===== src/verilog/cxe_map.vh =====
`ifndef CXE_MAP_VH
`define CXE_MAP_VH

// Major opcode groups, taken from bits 7:4 of the first byte.
`define CXE_MJ_LOADACC    4'h0
`define CXE_MJ_RELBR      4'h1
`define CXE_MJ_ONEB       4'h2
`define CXE_MJ_RETGRP     4'h3
`define CXE_MJ_PAIRSTK    4'h4
`define CXE_MJ_CMPREG     4'h5
`define CXE_MJ_TWOB       4'h6
`define CXE_MJ_LOADPAIR   4'h7
`define CXE_MJ_PAGEJUMP   4'h8
`define CXE_MJ_SHORTENTRY 4'h9
`define CXE_MJ_LONGJUMP   4'ha
`define CXE_MJ_LONGCALL   4'hb

// One-byte group with bit 3 set, selected by bits 2:0.
`define CXE_S1_CMPACCMEM  3'h0
`define CXE_S1_SWAPUP     3'h1
`define CXE_S1_SWAPDN     3'h2
`define CXE_S1_FETCHUP    3'h3
`define CXE_S1_FETCHDN    3'h4
`define CXE_S1_ROTATE     3'h5
`define CXE_S1_PROGBYTEP  3'h6
`define CXE_S1_PROGBYTEW  3'h7

// Return and nibble-logic group, selected by bits 3:0.
`define CXE_SR_RETURN     4'h0
`define CXE_SR_INTEXIT    4'h1
`define CXE_SR_SKIPEXIT   4'h2
`define CXE_SR_ANDMEM     4'h3
`define CXE_SR_ORMEM      4'h4
`define CXE_SR_XORMEM     4'h5

// Two-byte group, selected by bits 3:0.
`define CXE_S2_CMPMEMIM   4'h0
`define CXE_S2_CMPWIDEMEM 4'h1
`define CXE_S2_CMPWIDEPR  4'h2
`define CXE_S2_CMPACCREG  4'h3
`define CXE_S2_BRPTR      4'h4
`define CXE_S2_BRWIDE     4'h5
`define CXE_S2_SWAPWDIR   4'h6
`define CXE_S2_ANDPAIR    4'h7
`define CXE_S2_ORPAIR     4'h8
`define CXE_S2_XORPAIR    4'h9
`define CXE_S2_PUSHBANK   4'ha
`define CXE_S2_POPBANK    4'hb

// Register and pair indices.
`define CXE_R_ACC         3'd0
`define CXE_R_EXT         3'd1
`define CXE_R_PLO         3'd2
`define CXE_P_WIDE        2'd0
`define CXE_P_DPTR        2'd1
`define CXE_P_BPTR        2'd2

// Sizes in bytes and costs in machine cycles.
`define CXE_LEN1          2'd1
`define CXE_LEN2          2'd2
`define CXE_LEN3          2'd3
`define CXE_CYC1          3'd1
`define CXE_CYC2          3'd2
`define CXE_CYC3          3'd3
`define CXE_CYC4          3'd4
`define CXE_SKIP_SHORT    3'd1
`define CXE_SKIP_LONG     3'd2

// Reset values and stack address width.
`define CXE_PC_RST        14'h0000
`define CXE_BANK_RST      4'h0
`define CXE_STK_AW        4

`endif


===== src/verilog/cxe_op_timing.v =====
`timescale 1ns/1ps
`include "cxe_map.vh"

module cxe_op_timing (
	input  wire [7:0] opByte,
	output reg  [1:0] opLen,
	output reg  [2:0] opCyc
);

	always @* begin
		opLen = `CXE_LEN1;
		opCyc = `CXE_CYC1;
		case (opByte[7:4])
			`CXE_MJ_RELBR: begin
				opCyc = `CXE_CYC2;
			end
			`CXE_MJ_ONEB: begin
				if (opByte[3]) begin
					case (opByte[2:0])
						`CXE_S1_SWAPUP, `CXE_S1_SWAPDN,
						`CXE_S1_FETCHUP, `CXE_S1_FETCHDN: begin
							opCyc = `CXE_CYC2;
						end
						`CXE_S1_PROGBYTEP, `CXE_S1_PROGBYTEW: begin
							opCyc = `CXE_CYC3;
						end
						default: begin
							opCyc = `CXE_CYC1;
						end
					endcase
				end
			end
			`CXE_MJ_RETGRP: begin
				if (opByte[3:0] == `CXE_SR_RETURN || opByte[3:0] == `CXE_SR_INTEXIT ||
				    opByte[3:0] == `CXE_SR_SKIPEXIT) begin
					opCyc = `CXE_CYC3;
				end
			end
			`CXE_MJ_CMPREG, `CXE_MJ_LOADPAIR, `CXE_MJ_PAGEJUMP: begin
				opLen = `CXE_LEN2;
				opCyc = `CXE_CYC2;
			end
			`CXE_MJ_TWOB: begin
				opLen = `CXE_LEN2;
				if (opByte[3:0] == `CXE_S2_BRPTR || opByte[3:0] == `CXE_S2_BRWIDE) begin
					opCyc = `CXE_CYC3;
				end else begin
					opCyc = `CXE_CYC2;
				end
			end
			`CXE_MJ_SHORTENTRY: begin
				opLen = `CXE_LEN2;
				opCyc = `CXE_CYC3;
			end
			`CXE_MJ_LONGJUMP: begin
				opLen = `CXE_LEN3;
				opCyc = `CXE_CYC3;
			end
			`CXE_MJ_LONGCALL: begin
				opLen = `CXE_LEN3;
				opCyc = `CXE_CYC4;
			end
			default: begin
				opLen = `CXE_LEN1;
				opCyc = `CXE_CYC1;
			end
		endcase
	end

endmodule


===== src/verilog/cxe_stack.v =====
`timescale 1ns/1ps
`include "cxe_map.vh"

module cxe_stack (
	input  wire        clock,
	input  wire        rst_n,
	input  wire        push,
	input  wire        pop,
	input  wire [15:0] wrData,
	output wire [15:0] topData
);

	reg  [15:0]            entries [0:(1 << `CXE_STK_AW) - 1];
	reg  [`CXE_STK_AW-1:0] sp_q;
	wire [`CXE_STK_AW-1:0] spTop;

	// The pointer wraps, so overflow silently overwrites the oldest entry.
	assign spTop   = sp_q - {{(`CXE_STK_AW-1){1'b0}}, 1'b1};
	assign topData = entries[spTop];

	always @(posedge clock) begin
		if (push) begin
			entries[sp_q] <= wrData;
		end
	end

	always @(posedge clock or negedge rst_n) begin
		if (!rst_n) begin
			sp_q <= {`CXE_STK_AW{1'b0}};
		end else if (push) begin
			sp_q <= sp_q + {{(`CXE_STK_AW-1){1'b0}}, 1'b1};
		end else if (pop) begin
			sp_q <= spTop;
		end
	end

endmodule


===== src/verilog/cxe_exec_core.v =====
`timescale 1ns/1ps
`include "cxe_map.vh"

module cxe_exec_core (
	input  wire        clock,
	input  wire        rst_n,
	input  wire [7:0]  progData,
	input  wire [7:0]  dataRdData,
	output reg  [13:0] progAddr,
	output reg  [7:0]  dataAddr,
	output reg         dataWide,
	output reg         dataWrEn,
	output reg  [7:0]  dataWrData,
	output wire [13:0] pcOut,
	output wire [7:0]  wideAccOut,
	output wire        carryOut,
	output wire        skipActive,
	output wire        instrDone,
	output wire [3:0]  memBankSel,
	output wire [3:0]  regBankSel
);

	reg  [13:0] pc_q;
	reg  [1:0]  cyc_q;
	reg  [7:0]  op_q;
	reg  [7:0]  byte1_q;
	reg  [7:0]  byte2_q;
	reg         skip_q;
	reg         carry_q;
	reg  [3:0]  memBank_q;
	reg  [3:0]  regBank_q;
	reg  [3:0]  regs_q [0:7];

	wire [7:0]  curOp;
	wire [7:0]  curB1;
	wire [7:0]  curB2;
	wire [3:0]  major;
	wire [3:0]  minor;
	wire [1:0]  opLen;
	wire [2:0]  opCyc;
	reg  [2:0]  needCyc;
	wire        lastCyc;
	wire        exec;
	wire [13:0] pcSeq;
	wire [7:0]  pairVal [0:3];
	wire [7:0]  wideAcc;
	wire [7:0]  dataPtr;
	wire [7:0]  bytePtr;
	wire [3:0]  acc;
	wire [3:0]  ptrLow;
	wire [4:0]  ptrLowUp;
	wire [3:0]  ptrLowDn;
	wire [3:0]  regOp;
	wire [3:0]  regB1;
	wire [7:0]  pairB1;
	wire [3:0]  memNib;
	wire [15:0] stkTop;
	reg         stkPush;
	reg         stkPop;
	reg  [15:0] stkWrData;

	// The opcode byte is live on the bus in cycle 0 and held afterwards.
	assign curOp   = (cyc_q == 2'd0) ? progData : op_q;
	assign curB1   = (cyc_q == 2'd1) ? progData : byte1_q;
	assign curB2   = (cyc_q == 2'd2) ? progData : byte2_q;
	assign major   = curOp[7:4];
	assign minor   = curOp[3:0];

	genvar g;
	generate
		for (g = 0; g < 4; g = g + 1) begin : gPair
			assign pairVal[g] = {regs_q[2*g+1], regs_q[2*g]};
		end
	endgenerate

	assign wideAcc  = pairVal[`CXE_P_WIDE];
	assign dataPtr  = pairVal[`CXE_P_DPTR];
	assign bytePtr  = pairVal[`CXE_P_BPTR];
	assign acc      = regs_q[`CXE_R_ACC];
	assign ptrLow   = regs_q[`CXE_R_PLO];
	assign ptrLowUp = {1'b0, ptrLow} + 5'd1;
	assign ptrLowDn = ptrLow - 4'd1;
	assign regOp    = regs_q[curOp[2:0]];
	assign regB1    = regs_q[curB1[2:0]];
	assign pairB1   = pairVal[curB1[2:1]];
	assign memNib   = dataRdData[3:0];

	cxe_op_timing uTiming (
		.opByte (curOp),
		.opLen  (opLen),
		.opCyc  (opCyc)
	);

	cxe_stack uStack (
		.clock   (clock),
		.rst_n   (rst_n),
		.push    (stkPush),
		.pop     (stkPop),
		.wrData  (stkWrData),
		.topData (stkTop)
	);

	always @* begin
		if (skip_q) begin
			needCyc = (opLen == `CXE_LEN3) ? `CXE_SKIP_LONG : `CXE_SKIP_SHORT;
		end else begin
			needCyc = opCyc;
		end
	end

	assign lastCyc = ({1'b0, cyc_q} == (needCyc - 3'd1));
	assign exec    = !skip_q && lastCyc;
	assign pcSeq   = pc_q + {12'h000, opLen};

	assign pcOut      = pc_q;
	assign wideAccOut = wideAcc;
	assign carryOut   = carry_q;
	assign skipActive = skip_q;
	assign instrDone  = lastCyc;
	assign memBankSel = memBank_q;
	assign regBankSel = regBank_q;

	// Memory and stack strobes; all writes land on the executing edge.
	always @* begin
		progAddr   = pc_q + {12'h000, cyc_q};
		dataAddr   = dataPtr;
		dataWide   = 1'b0;
		dataWrEn   = 1'b0;
		dataWrData = 8'h00;
		stkPush    = 1'b0;
		stkPop     = 1'b0;
		stkWrData  = 16'h0000;
		if (!skip_q) begin
			case (major)
				`CXE_MJ_ONEB: begin
					if (curOp[3]) begin
						case (curOp[2:0])
							`CXE_S1_SWAPUP, `CXE_S1_SWAPDN: begin
								dataWrEn   = exec;
								dataWrData = {4'h0, acc};
							end
							`CXE_S1_PROGBYTEP, `CXE_S1_PROGBYTEW: begin
								if (cyc_q == 2'd2) begin
									progAddr = {pc_q[13:8], curOp[0] ? wideAcc : bytePtr};
								end
							end
							default: begin
								dataWrEn = 1'b0;
							end
						endcase
					end
				end
				`CXE_MJ_RETGRP: begin
					if (minor == `CXE_SR_RETURN || minor == `CXE_SR_INTEXIT ||
					    minor == `CXE_SR_SKIPEXIT) begin
						stkPop = exec;
					end
				end
				`CXE_MJ_PAIRSTK: begin
					stkPush   = exec && !curOp[3];
					stkPop    = exec && curOp[3];
					stkWrData = {8'h00, pairVal[curOp[2:1]]};
				end
				`CXE_MJ_TWOB: begin
					case (minor)
						`CXE_S2_CMPWIDEMEM: begin
							dataWide = 1'b1;
						end
						`CXE_S2_SWAPWDIR: begin
							dataAddr   = curB1;
							dataWide   = 1'b1;
							dataWrEn   = exec;
							dataWrData = wideAcc;
						end
						`CXE_S2_PUSHBANK: begin
							stkPush   = exec;
							stkWrData = {8'h00, memBank_q, regBank_q};
						end
						`CXE_S2_POPBANK: begin
							stkPop = exec;
						end
						default: begin
							dataWide = 1'b0;
						end
					endcase
				end
				`CXE_MJ_SHORTENTRY, `CXE_MJ_LONGCALL: begin
					stkPush   = exec;
					stkWrData = {carry_q, 1'b0, pcSeq};
				end
				default: begin
					dataWrEn = 1'b0;
				end
			endcase
		end
	end

	always @(posedge clock or negedge rst_n) begin : pSeq
		integer i;
		if (!rst_n) begin
			pc_q      <= `CXE_PC_RST;
			cyc_q     <= 2'd0;
			op_q      <= 8'h00;
			byte1_q   <= 8'h00;
			byte2_q   <= 8'h00;
			skip_q    <= 1'b0;
			carry_q   <= 1'b0;
			memBank_q <= `CXE_BANK_RST;
			regBank_q <= `CXE_BANK_RST;
			for (i = 0; i < 8; i = i + 1) begin
				regs_q[i] <= 4'h0;
			end
		end else begin
			if (cyc_q == 2'd0) begin
				op_q <= progData;
			end
			if (cyc_q == 2'd1) begin
				byte1_q <= progData;
			end
			if (cyc_q == 2'd2) begin
				byte2_q <= progData;
			end
			if (lastCyc) begin
				cyc_q <= 2'd0;
				pc_q  <= pcSeq;
			end else begin
				cyc_q <= cyc_q + 2'd1;
			end
			if (skip_q && lastCyc) begin
				skip_q <= 1'b0;
			end
			if (exec) begin
				case (major)
					`CXE_MJ_LOADACC: begin
						regs_q[`CXE_R_ACC] <= minor;
					end
					`CXE_MJ_RELBR: begin
						pc_q <= pc_q + 14'd1 + {{10{minor[3]}}, minor};
					end
					`CXE_MJ_ONEB: begin
						if (!curOp[3]) begin
							regs_q[`CXE_R_ACC] <= regOp;
							regs_q[curOp[2:0]] <= acc;
						end else begin
							case (curOp[2:0])
								`CXE_S1_CMPACCMEM: begin
									skip_q <= (acc == memNib);
								end
								`CXE_S1_SWAPUP, `CXE_S1_FETCHUP: begin
									regs_q[`CXE_R_ACC] <= memNib;
									regs_q[`CXE_R_PLO] <= ptrLowUp[3:0];
									skip_q             <= ptrLowUp[4];
								end
								`CXE_S1_SWAPDN, `CXE_S1_FETCHDN: begin
									regs_q[`CXE_R_ACC] <= memNib;
									regs_q[`CXE_R_PLO] <= ptrLowDn;
									skip_q             <= (ptrLow == 4'h0);
								end
								`CXE_S1_ROTATE: begin
									regs_q[`CXE_R_ACC] <= {carry_q, acc[3:1]};
									carry_q            <= acc[0];
								end
								default: begin
									regs_q[`CXE_R_ACC] <= progData[3:0];
									regs_q[`CXE_R_EXT] <= progData[7:4];
								end
							endcase
						end
					end
					`CXE_MJ_RETGRP: begin
						case (minor)
							`CXE_SR_RETURN: begin
								pc_q <= stkTop[13:0];
							end
							`CXE_SR_INTEXIT: begin
								pc_q    <= stkTop[13:0];
								carry_q <= stkTop[15];
							end
							`CXE_SR_SKIPEXIT: begin
								pc_q   <= stkTop[13:0];
								skip_q <= 1'b1;
							end
							`CXE_SR_ANDMEM: begin
								regs_q[`CXE_R_ACC] <= acc & memNib;
							end
							`CXE_SR_ORMEM: begin
								regs_q[`CXE_R_ACC] <= acc | memNib;
							end
							`CXE_SR_XORMEM: begin
								regs_q[`CXE_R_ACC] <= acc ^ memNib;
							end
							default: begin
								skip_q <= 1'b0;
							end
						endcase
					end
					`CXE_MJ_PAIRSTK: begin
						if (curOp[3]) begin
							regs_q[{curOp[2:1], 1'b0}] <= stkTop[3:0];
							regs_q[{curOp[2:1], 1'b1}] <= stkTop[7:4];
						end
					end
					`CXE_MJ_CMPREG: begin
						skip_q <= (regOp == curB1[3:0]);
					end
					`CXE_MJ_TWOB: begin
						case (minor)
							`CXE_S2_CMPMEMIM: begin
								skip_q <= (memNib == curB1[3:0]);
							end
							`CXE_S2_CMPWIDEMEM: begin
								skip_q <= (wideAcc == dataRdData);
							end
							`CXE_S2_CMPWIDEPR: begin
								skip_q <= (wideAcc == pairB1);
							end
							`CXE_S2_CMPACCREG: begin
								skip_q <= (acc == regB1);
							end
							`CXE_S2_BRPTR: begin
								pc_q <= pc_q + 14'd2 + {6'h00, bytePtr};
							end
							`CXE_S2_BRWIDE: begin
								pc_q <= pc_q + 14'd2 + {6'h00, wideAcc};
							end
							`CXE_S2_SWAPWDIR: begin
								regs_q[`CXE_R_ACC] <= dataRdData[3:0];
								regs_q[`CXE_R_EXT] <= dataRdData[7:4];
							end
							`CXE_S2_ANDPAIR: begin
								regs_q[`CXE_R_ACC] <= acc & pairB1[3:0];
								regs_q[`CXE_R_EXT] <= regs_q[`CXE_R_EXT] & pairB1[7:4];
							end
							`CXE_S2_ORPAIR: begin
								regs_q[`CXE_R_ACC] <= acc | pairB1[3:0];
								regs_q[`CXE_R_EXT] <= regs_q[`CXE_R_EXT] | pairB1[7:4];
							end
							`CXE_S2_XORPAIR: begin
								regs_q[`CXE_R_ACC] <= acc ^ pairB1[3:0];
								regs_q[`CXE_R_EXT] <= regs_q[`CXE_R_EXT] ^ pairB1[7:4];
							end
							`CXE_S2_POPBANK: begin
								memBank_q <= stkTop[7:4];
								regBank_q <= stkTop[3:0];
							end
							default: begin
								skip_q <= 1'b0;
							end
						endcase
					end
					`CXE_MJ_LOADPAIR: begin
						regs_q[{curOp[2:1], 1'b0}] <= curB1[3:0];
						regs_q[{curOp[2:1], 1'b1}] <= curB1[7:4];
					end
					`CXE_MJ_PAGEJUMP: begin
						pc_q <= {pc_q[13:12], minor, curB1};
					end
					`CXE_MJ_SHORTENTRY: begin
						pc_q <= {pc_q[13:11], curOp[2:0], curB1};
					end
					`CXE_MJ_LONGJUMP, `CXE_MJ_LONGCALL: begin
						pc_q <= {curB1[5:0], curB2};
					end
					default: begin
						skip_q <= 1'b0;
					end
				endcase
			end
		end
	end

endmodule


===== config.mk =====
export PLATFORM = sky130hd
export DESIGN_NAME = cxe_exec_core
export DESIGN_NICKNAME = d
export VERILOG_FILES = /design/src/verilog/cxe_op_timing.v /design/src/verilog/cxe_stack.v /design/src/verilog/cxe_exec_core.v
export VERILOG_INCLUDE_DIRS = /design/src /design/src/verilog
export SDC_FILE = /design/constraint.sdc
export NUM_CORES = 1
export LEC_CHECK = 0
export ABC_AREA = 1
export BUFFER_PORTS_ARGS = -buffer_cell sky130_fd_sc_hd__buf_2
export CORE_ASPECT_RATIO = 0.7
export CORE_UTILIZATION = 28
export CTS_CLUSTER_SIZE = 14
export DETAILED_ROUTE_END_ITERATION = 10
export PLACE_DENSITY_LB_ADDON = 0.08
export SLEW_MARGIN = 10
export SYNTH_ARGS = -nofsm -noshare
export SYNTH_HDL_FRONTEND = slang
export SYNTH_HIERARCHICAL = 1
export SYNTH_SLANG_ARGS = --single-unit

===== constraint.sdc =====
create_clock -name clock -period 4.8 [get_ports clock]
set_input_delay 0.72 -clock clock [delete_from_list [all_inputs] [get_ports clock]]
set_output_delay 0.72 -clock clock [all_outputs]
set_load 0.005 [all_outputs]

==> out/results.ini <==
[timing]
setup_viol = 0
rsz0062_at_grt = false
fin_skew_ns = 0.0317
finalHoldViolations = 0
worst_pin_slew_ns = 1.09
fmax_mhz = 220
slew_headroom_pct = 27.2
drv_slew = 0
period_share_pct = 94.6
fin_crit_ns = 4.54

[setup_path]
rrSetupSlack_ns = 0.35
path_cells = inv_2 > ha_2 > clkinv_4 > nand2_1 > o21ai_2 > buf_4 > inv_1 > nand2_2 > nor2_4 > nand2_2 > nor4_4 > inv_4 > o21ai_0 > o21ai_0 > buf_2
end_kind = output port
worst-path-buf-inv = 6
worst_setup_path_start_kind = register
slowest_delay_ns = 0.50
arrival_ns = 3.82
critical_path.top_delay_family = simple AND/OR/NAND/NOR gates
crit_path_max_fanout = 16
critical_path_class = reg -> out
critPathSlowestCell = nor4_4
required_ns = 4.08

[global_routing]
antenna_found_initial = 3
grt_max_degree = 139
grt_pass1_vias = 19000
overflow = 0
grt_usage_pct = 25.5
grt_pass1_wl_um = 140000

[routing]
routed_wl_um = 98100
drc_errors = 0
drt_iter0_drc = 2526
vias = 20400
dr.pass1.iters = 5
vias_per_cell = 5.20
wl_per_cell_um = 25.1
ant_nets = 0

[synth]
synth_nets = 2841
syn_inst = 2757
syn_avg_cell_area_sq_um = 7.68
synth_area_sq_mm = 0.0212
synth_warnings = 6

[die]
initial_core_util_pct = 28.6
die_x_um = 331
dieHeight_um = 232
die-area_sq_mm = 0.0767
rows = 83
core-area_sq_mm = 0.0740
ioPinCount = 83

[layout]
layout.nets = 2986
drive_gt1_share_pct = 13.4
area_delta_synth_final_pct = 16.7
finalNonFillerCells = 3914
utilization_pct = 33.3

[job]
maxCapViolations = 0

[placed_design]
dp_hpwl_um = 74300
port_buffers = 82
placedCellCount = 3833
gp_congestion = 0.967

[clock_tree]
cts.clk_slew.worst_paths_ns = 0.06
holdBufCountCts = 0
ctsHtreeMaxLevel = 2
cts_tree = built
clkSinkCount = 326
clock_path_buffers = 3
cts_root_buf = clkbuf_16
clk_latency_ns = 0.60
numCtsBuffers = 40

[outcome]
status = finished clean

[hold_path]
min_path_type = in -> async

[per-layer routing]
metal	vias to the layer above	routed length [um]	part of all wire, %	global-route usage (%)
met5	-	0	0	0
met4	0	1500	1.5	4.85
met3	100	10300	11	6.80
met2	938	36800	38	32.9
met1	9945	49400	50	40.8
li1	9377	-	-	-
[per-stage QoR]
stage	hold WS (ns)	TNS (ns)	setup WS, ns	instance area [sq um]
finish	0.239	0	0.260	24700
CTS	0.254	0	0.0631	24600
global placement	0.482	0	0.189	23300
detailed placement	0.468	0	0.270	23300
floorplan	0.424	-29.01	-0.152	21200
global route	0.280	0	0.00343	24700
[repair_timing]
action,CTS,global route
hold endpoints to repair,0,0
gates resized for setup,0,11
setup endpoints to repair,0,232
buffers inserted,0,4
[path summary, 6_finish.rpt]
check | endpoint | depth (start not counted) | start
worst max-delay path | progAddr[3] | 15 | cyc_q[1]
worst min-delay path | op_q[5] | 1 | rst_n
worst max register to register | pcOut[12] | 25 | cyc_q[1]
worst min register to register | byte2_q[0] | 2 | byte2_q[0]
max in group asynchronous | uStack/sp_q[0] | 2 | rst_n
min in group clock | op_q[5] | 3 | progData[5]
[worst reg2reg max path, cell delays in order, from the launching register on]
cell	delay [ns]
dfrtp_1	0.43
inv_2	0.11
ha_2	0.23
buf_4	0.19
nand2_1	0.08
nand2_2	0.08
buf_4	0.26
nor2_2	0.07
nand2_1	0.14
clkinv_1	0.13
nand2_1	0.35
nand2_1	0.10
o21ai_0	0.10
ha_1	0.21
inv_1	0.06
fa_1	0.40
o21ai_0	0.19
a21oi_1	0.11
o21bai_1	0.24
nand2_1	0.12
nor2_1	0.25
nand2_1	0.08
o21ai_0	0.18
o211ai_1	0.12
nand2_1	0.07
nand2_1	0.04
[layout make-up]
type,count,area [sq um]
clock inverters,23,308
fillers,7943,49400
inverters,429,1620
clock buffers,51,1070
repair buffers,220,1470
well taps,977,1220
diodes,3,7.51
multi-input cells,1885,9630
flip-flops and latches,326,9360
[sequential cells by signal, summed over array words and instances, names as in the netlist, named ones only]
name / flops
pcOut: 14
skipActive: 1
cyc_q: 2
byte2_q: 8
uStack/sp_q: 4
op_q: 8
acc: 4
memBankSel: 4
regBankSel: 4
carryOut: 1
uStack/entries: 240
byte1_q: 8
ptrLow: 1
[layout by cell type (no fill, tap or decap), drive strengths merged, types with 9 or more instances in the layout]
| cell type | n |
|---|---|
| nand2 | 778 |
| inv | 422 |
| nand3 | 336 |
| edfxtp | 240 |
| nor2 | 222 |
| buf | 220 |
| o21ai | 157 |
| dfrtp | 86 |
| a21oi | 74 |
| ha | 62 |
| o22ai | 51 |
| clkbuf | 51 |
| xor2 | 43 |
| a22oi | 28 |
| o211ai | 25 |
| clkinv | 23 |
| nand4 | 17 |
| nor3 | 16 |
| a31oi | 13 |
| a221oi | 9 |
| o221ai | 9 |
Power is left out: the tool's default activity adds up to more than one toggle a clock period on the data nets, which glitch-free logic cannot reach.
